File: src/logic/cs_pkg.sv
package cs_pkg;

  // ==========================================================
  // widths
  // ==========================================================
  localparam int          PC_W        = 13;          // program counter width
  localparam int          PCL_W       = 8;           // low byte of the counter
  localparam int          LATCH_W     = 5;           // implemented upper latch bits
  localparam int          TRIM_W      = 6;           // oscillator trim field width
  localparam int          OPER_W      = 11;          // call or jump address operand
  localparam int          REG_W       = 8;           // register data width
  localparam int          IDX_W       = 8;           // register index width

  // ==========================================================
  // register indices, byte address is four times the index
  // ==========================================================
  localparam logic [7:0]  IDX_PC_LOW  = 8'h02;       // program counter low byte
  localparam logic [7:0]  IDX_LATCH   = 8'h0a;       // program counter upper latch
  localparam logic [7:0]  IDX_FLAGS   = 8'h0c;       // sticky interrupt flags
  localparam logic [7:0]  IDX_MASK    = 8'h8c;       // interrupt enable mask
  localparam logic [7:0]  IDX_RCAUSE  = 8'h8e;       // reset_cause
  localparam logic [7:0]  IDX_TRIM    = 8'h90;       // oscillator_trim

  // ==========================================================
  // field positions
  // ==========================================================
  localparam int          FLG_EE      = 7;           // write-complete flag
  localparam int          FLG_ADC     = 6;           // converter_done_flag
  localparam int          FLG_CMP     = 3;           // comparator_change_flag
  localparam int          FLG_TMR     = 0;           // timer_overflow_flag
  localparam logic [7:0]  FLG_IMPL    = 8'hc9;       // implemented flag bits
  localparam int          RC_POR      = 1;           // power_on_flag
  localparam int          RC_BOD      = 0;           // brownout_flag
  localparam int          TRIM_LSB    = 2;           // trim_field sits in bits 7..2
  localparam int          JMP_HI      = 4;           // latch bits used by call/jump
  localparam int          JMP_LO      = 3;

  // ==========================================================
  // reset values
  // ==========================================================
  localparam logic [5:0]  TRIM_RST    = 6'h20;       // centre frequency code
  localparam logic        POR_RST     = 1'b0;        // power-on seen
  localparam logic        BOD_RST     = 1'b1;        // no brown-out assumed
  localparam logic [12:0] PC_RST      = 13'h0000;    // first program location
  localparam logic [12:0] PC_ONE      = 13'h0001;    // sequential step

  // ==========================================================
  // carriers
  // ==========================================================
  typedef struct packed {
    logic ee_done;                                   // data eeprom write finished
    logic adc_done;                                  // conversion finished
    logic tmr_ovf;                                   // timer overflow pulse
    logic por;                                       // power-on reset event
    logic brownout_flag;                                       // brown-out event
    logic other_rst;                                 // watchdog or pin reset
  } cs_evt_t;

  typedef struct packed {
    logic              step;                         // advance by one
    logic              jump;                         // call or absolute jump
    logic [OPER_W-1:0] oper;                         // jump address operand
  } cs_pc_cmd_t;

  typedef struct packed {
    logic [PC_W-1:0]    pc;                          // program counter
    logic [LATCH_W-1:0] latch;                       // upper latch
    logic [TRIM_W-1:0]  trim;                        // trim field
    logic               por_flag;                    // low after power-on
    logic               bod_flag;                    // low after brown-out
    logic [REG_W-1:0]   flags;                       // sticky flags
    logic [REG_W-1:0]   mask;                        // interrupt mask
    logic               ack;                         // bus acknowledge
    logic [REG_W-1:0]   rdat;                        // read data
  } cs_state_t;

endpackage : cs_pkg

File: src/logic/cs_sync3.sv
`timescale 1ns/1ps
`default_nettype none

module cs_sync3 (
  input  wire logic clk_sys_in,
  input  wire logic reset_n_in,
  input  wire logic async_in,
  output logic      level_out,
  output logic      change_out
);

  // ==========================================================
  // state
  // ==========================================================
  typedef struct packed {
    logic s1;                                        // first stage, read by s2 only
    logic s2;                                        // second stage
    logic s3;                                        // third stage
    logic lvl;                                       // accepted level
    logic chg;                                       // one-cycle change pulse
  } cs_sync_t;

  cs_sync_t st_q;
  cs_sync_t st_d;

  // ==========================================================
  // next state: level accepted once stages two and three agree
  // ==========================================================
  always_comb begin
    st_d     = st_q;
    st_d.s1  = async_in;
    st_d.s2  = st_q.s1;
    st_d.s3  = st_q.s2;
    st_d.chg = 1'b0;
    if ((st_q.s2 == st_q.s3) && (st_q.s3 != st_q.lvl)) begin
      st_d.lvl = st_q.s3;
      st_d.chg = 1'b1;
    end
  end

  // registers, constants only under reset
  always_ff @(posedge clk_sys_in) begin
    if (!reset_n_in) begin
      st_q <= '0;
    end else begin
      st_q <= st_d;
    end
  end

  assign level_out  = st_q.lvl;
  assign change_out = st_q.chg;

endmodule : cs_sync3

`default_nettype wire

File: src/logic/cs_core.sv
`timescale 1ns/1ps
`default_nettype none

module cs_core
  import cs_pkg::*;
#(
  parameter int ADR_W = 10                           // wishbone byte address width
) (
  input  wire logic              clk_sys_in,
  input  wire logic              reset_n_in,
  // wishbone classic slave
  input  wire logic              wb_cyc_in,
  input  wire logic              wb_stb_in,
  input  wire logic              wb_we_in,
  input  wire logic [ADR_W-1:0]  wb_adr_in,
  input  wire logic [3:0]        wb_sel_in,
  input  wire logic [31:0]       wb_dat_in,
  output logic      [31:0]       wb_dat_out,
  output logic                   wb_ack_out,
  // event sources
  input  wire cs_evt_t           evt_in,
  input  wire logic              cmp_level_in,
  // core program counter control
  input  wire cs_pc_cmd_t        pc_cmd_in,
  output logic      [PC_W-1:0]   pc_out,
  // oscillator trim and interrupt
  output logic      [TRIM_W-1:0] trim_out,
  output logic                   irq_out
);

  // ==========================================================
  // helpers
  // ==========================================================
  // sticky bit: set wins, a written zero clears
  function automatic logic sticky(input logic cur, input logic set,
                                  input logic wr, input logic val);
    sticky = set | (cur & ~(wr & ~val));
  endfunction : sticky

  // ==========================================================
  // signals
  // ==========================================================
  cs_state_t             st_q;                       // registered state
  cs_state_t             st_d;                       // next state
  logic                  cmp_chg;                    // comparator change pulse
  logic                  req;                        // bus request present
  logic                  wr_go;                      // write commit edge
  logic [IDX_W-1:0]      idx;                        // register index
  logic [REG_W-1:0]      wdat;                       // written byte
  logic [REG_W-1:0]      rd_mux;                     // read value
  logic [REG_W-1:0]      set_vec;                    // flag set events
  logic                  any_rst;                    // any reset event
  logic                  wr_pcl;                     // low byte write
  logic                  wr_flags;                   // flag register write
  logic                  wr_rc;                      // reset_cause write

  // ==========================================================
  // comparator synchroniser
  // ==========================================================
  // only the change pulse is used, the level itself is not needed
  cs_sync3 cs_sync3_inst (
    .clk_sys_in (clk_sys_in),
    .reset_n_in (reset_n_in),
    .async_in   (cmp_level_in),
    .level_out  (),
    .change_out (cmp_chg)
  );

  // ==========================================================
  // bus decode
  // ==========================================================
  always_comb begin
    req      = wb_cyc_in & wb_stb_in;
    wr_go    = req & wb_we_in & st_q.ack & wb_sel_in[0];
    idx      = wb_adr_in[ADR_W-1:2];
    wdat     = wb_dat_in[REG_W-1:0];
    wr_pcl   = wr_go & (idx == IDX_PC_LOW);
    wr_flags = wr_go & (idx == IDX_FLAGS);
    wr_rc    = wr_go & (idx == IDX_RCAUSE);
    any_rst  = evt_in.por | evt_in.brownout_flag | evt_in.other_rst;
  end

  // read multiplexer, unmapped reads give zero
  always_comb begin
    rd_mux = '0;
    case (idx)
      IDX_PC_LOW: begin
        rd_mux = st_q.pc[PCL_W-1:0];
      end
      IDX_LATCH: begin
        rd_mux[LATCH_W-1:0] = st_q.latch;
      end
      IDX_FLAGS: begin
        rd_mux = st_q.flags & FLG_IMPL;
      end
      IDX_MASK: begin
        rd_mux = st_q.mask & FLG_IMPL;
      end
      IDX_RCAUSE: begin
        rd_mux[RC_POR] = st_q.por_flag;
        rd_mux[RC_BOD] = st_q.bod_flag;
      end
      IDX_TRIM: begin
        rd_mux[REG_W-1:TRIM_LSB] = st_q.trim;
      end
      default: begin
        rd_mux = '0;
      end
    endcase
  end

  // ==========================================================
  // flag events
  // ==========================================================
  always_comb begin
    set_vec          = '0;
    set_vec[FLG_EE]  = evt_in.ee_done;
    set_vec[FLG_ADC] = evt_in.adc_done;
    set_vec[FLG_CMP] = cmp_chg;
    set_vec[FLG_TMR] = evt_in.tmr_ovf;
  end

  // ==========================================================
  // next state
  // ==========================================================
  always_comb begin
    st_d = st_q;
    // acknowledge one cycle after the request, drop after
    st_d.ack  = req & ~st_q.ack;
    if (req & ~st_q.ack) begin
      st_d.rdat = rd_mux;
    end
    // sticky flags, hardware never clears them
    for (int i = 0; i < REG_W; i++) begin
      st_d.flags[i] = FLG_IMPL[i] &
                      sticky(st_q.flags[i], set_vec[i], wr_flags, wdat[i]);
    end
    // reset_cause bits latch the event low, software writes one back
    st_d.por_flag = ~sticky(~st_q.por_flag, evt_in.por, wr_rc, ~wdat[RC_POR]);
    st_d.bod_flag = ~sticky(~st_q.bod_flag, evt_in.brownout_flag, wr_rc, ~wdat[RC_BOD]);
    // plain registers, written on the commit edge
    if (wr_go && idx == IDX_MASK) begin
      st_d.mask = wdat & FLG_IMPL;
    end
    // upper latch, five implemented bits
    if (wr_go && idx == IDX_LATCH) begin
      st_d.latch = wdat[LATCH_W-1:0];
    end
    // trim field, the two low bits are unimplemented
    if (wr_go && idx == IDX_TRIM) begin
      st_d.trim = wdat[REG_W-1:TRIM_LSB];
    end
    // program counter, reset events first
    if (any_rst) begin
      st_d.pc = PC_RST;
    end else if (wr_pcl) begin
      st_d.pc = {st_q.latch, wdat};
    end else if (pc_cmd_in.jump) begin
      st_d.pc = {st_q.latch[JMP_HI:JMP_LO], pc_cmd_in.oper};
    end else if (pc_cmd_in.step) begin
      st_d.pc = st_q.pc + PC_ONE;
    end
  end

  // ==========================================================
  // state register
  // ==========================================================
  always_ff @(posedge clk_sys_in) begin
    if (!reset_n_in) begin
      st_q          <= '0;
      st_q.pc       <= PC_RST;
      st_q.trim     <= TRIM_RST;
      st_q.por_flag <= POR_RST;
      st_q.bod_flag <= BOD_RST;
    end else begin
      st_q <= st_d;
    end
  end

  // ==========================================================
  // outputs
  // ==========================================================
  assign wb_ack_out = st_q.ack;
  assign wb_dat_out = {{(32-REG_W){1'b0}}, st_q.rdat};
  assign pc_out     = st_q.pc;
  assign trim_out   = st_q.trim;
  assign irq_out    = |(st_q.flags & st_q.mask);
endmodule : cs_core

`default_nettype wire

File: config.mk
export PLATFORM = sky130hd
export DESIGN_NAME = cs_core
export DESIGN_NICKNAME = d
export VERILOG_FILES = /design/src/logic/cs_pkg.sv /design/src/logic/cs_sync3.sv /design/src/logic/cs_core.sv
export SDC_FILE = /design/constraint.sdc
export NUM_CORES = 1
export LEC_CHECK = 0
export BUFFER_PORTS_ARGS = -buffer_cell sky130_fd_sc_hd__buf_2
export CAP_MARGIN = 20
export CORE_MARGIN = 1
export CORE_UTILIZATION = 50
export CTS_BUF_LIST = sky130_fd_sc_hd__clkbuf_8
export DETAILED_ROUTE_END_ITERATION = 12
export PLACE_DENSITY = 0.86
export SYNTH_ARGS = -nofsm -noshare
export SYNTH_HDL_FRONTEND = slang
export SYNTH_SLANG_ARGS = --single-unit
File: constraint.sdc
create_clock -name clk_sys_in -period 1.6 [get_ports clk_sys_in]
set_input_delay 0.16 -clock clk_sys_in [delete_from_list [all_inputs] [get_ports clk_sys_in]]
set_output_delay 0.16 -clock clk_sys_in [all_outputs]
set_load 0.005 [all_outputs]
==> metrics <==
via count 2753; synthesized area per cell between 8 and 9 sq um; Post-synth EDFFs 0; First-pass DRT Iterations 5; status finished clean; H-tree depth 2; crit end category flip-flop; drt drc 0; initial core utilization between 50% and 60%; Post-DP HPWL between 5000 and 6000 um; post-route minimum period about 1.5 ns; Rows 27; Initial DRC Count approximately 210; Overflow after GRT 0; Routability Congestion 0.918; Crit Path Class reg2reg; Hold Violations, Final 0; initial antenna violation count 0; CP Data Required Time 1.80 ns; P&R area growth vs syn 15.2%; Netlist cell types 52; number of global-route vias before repair between 2000 and 3000; wirelength, routed between 7000 and 8000 um; die width slightly below 80 um; DRT antenna net count 0; die area 0.00616 sq mm; fin. max-slew vios 0; Setup Skew ~0.017 ns; Seq cells post-synth 48; Yosys warning count 0; CP Launch Type flip-flop; most frequent cells in the layout buf_2, dfxtp_1, nand2_1, buf_4, conb_1; worst hold margin roughly 0.037 ns; worst-skew pair later-pin latency 0.31 ns; asr flop ratio synth 0%; port bufs 70; clock tree root driver cell clkbuf_8; Synth Cell Area roughly 0.0029 sq mm; fill cell count just under 500; most common cell after layout, fill and taps aside buf_2; grt met1 use 29.2%; largest net degree at the start of global routing 37; HP Class in2reg; Sink Count between 40 and 50; critical path fanouts, max 8; Post-synth top flop dfxtp_1; share of layout cells above drive strength 1 a little under a third; DR WL/cell 15.1 um; Die Height a little under 80 um; met2 usage a little over two fifths; leakage approximately 1.5 nW; final worst-path cycle share between 90% and 100%; nets approximately 500; via/cell ratio around 5.6; Core ar. ~0.0056 sq mm; Max Cap Violations 0; Inserted Clock Buffers 5; diode count 0; f_max ~0.65 GHz; CTS clk-pin slew, worst paths roughly 0.10 ns; sequential fraction of the synthesis area around a third; Synth area leader dfxtp_1; VDD IR max around 600 uV; RSZ-0062 raised after global routing yes; M3 GR Usage under 10%; setup tns final 0 ns; gr busiest metal met2; gr usage total between 20 and 25%; Synth area leaders dfxtp_1, buf_4, nand2_1; I/O pin cnt about 120; share of the synthesized area in the top cell type 32.8%; Gate Count Post-Synth around 350; Arrival @ worst endpoint between 1.5 and 2 ns; Final setup viols 0; TritonCTS clock tree done; Cell Pwr Density slightly above 700 mW/mm^2; buffer depth of the longest clock path 2; first-pass GRT wire length around 12000 um
-- path summary, 6_finish.rpt --
kind | startpoint | endpoint | slack, ns | cells after the start
setup / recovery | wb_ack_out$_SDFF_PN0_ | st_q[16]$_SDFFE_PN0P_ | 0.06 | 6
hold / removal | evt_in[2] | st_q[26]$_SDFF_PN0_ | 0.04 | 2
setup reg to reg | wb_ack_out$_SDFF_PN0_ | st_q[16]$_SDFFE_PN0P_ | 0.06 | 6
hold reg to reg | cs_sync3_inst.st_d[3]$_SDFF_PN0_ | cs_sync3_inst.st_d[2]$_SDFF_PN0_ | 0.44 | 1
-- metal layers --
layer,up-vias,routed length (um)
met5,-,0
met4,0,163
met3,20,609
met2,146,3660
met1,1302,2960
li1,1285,-
-- logic make-up (layout without fill, tap and decap cells) --
kind of cell | count (synthesis) | in the layout | share of synthesized area [%]
and+or+nand+nor | 128 | 128 | 23.7
AOI/OAI and AO/OA | 77 | 77 | 17.6
buffers and inverters | 71 | 111 | 16.4
DFF | 48 | 48 | 32.8
muxes | 15 | 15 | 5.30
xor gates and xnor gates | 12 | 12 | 3.59
adders and majority gates | 1 | 1 | 0.427
other | 1 | 24 | 0.128
-- area by class of cell --
class	count	area [sq um]	area share (%)
multi-input combinational	257	1600	47.4
inverter	3	11.3	0.334
sequential	48	963	28.6
clock buffer	6	82.6	2.45
timing repair buffer	100	588	17.4
tap	72	90.1	2.67
clock inverter	2	38.8	1.15
-- repair_timing --
item	CTS	global route
resized for setup	1	8
buffers inserted	0	0
setup endpoints to repair	1	13
hold buffers	0	0
hold endpoints to repair	0	0
-- state kept, by name, indices dropped and copies added, names as in the netlist, 2 cells and up --
| name | flops |
|---|---|
| st_q | 15 |
| pc_out | 13 |
| cs_sync3_inst.st_d | 2 |
| wb_dat_out | 8 |
| trim_out | 6 |
-- through the flow --
step	setup WS [ns]	instance area, sq um	cells	utilization (%)	power (mW)
4_1_cts	0.000314	3350	488	60.0	2.44
5_1_grt	-0.0152	3370	488	60.5	2.53
3_5_place_dp	-0.135	3220	480	57.8	1.52
2_1_floorplan	0.110	3010	376	-	1.44
6_report	0.0560	3370	488	60.5	2.44
3_3_place_gp	-0.0948	3220	480	57.8	1.51
-- synthesized netlist by cell type (6+ instances only) --
cell / instances
nor2b_1: 11
and2_1: 6
a21boi_0: 8
nand3_1: 18
xor2_1: 8
nor3_1: 11
nand2_1: 43
o21ai_0: 19
buf_4: 53
mux2i_1: 11
dfxtp_1: 48
o21a_1: 8
a21oi_1: 17
nor2_1: 9
a22oi_1: 7
buf_2: 6
clkbuf_1: 8
-- critical path, stage by stage (launching register included) --
cell and delay [ns]:
dfxtp_1 0.42, nand3_1 0.14, nor3_4 0.19, buf_12 0.15
nand3_1 0.23, mux2i_1 0.24, nor2b_1 0.07
-- power breakdown --
group / leakage [nW] / internal [mW] / switching, mW
registers: 0.390 / 1.21 / 0.0156
logic: 1.05 / 0.124 / 0.147
clock network: 0.0614 / 0.511 / 0.426
Note: power is estimated with default switching activity, not from simulation.
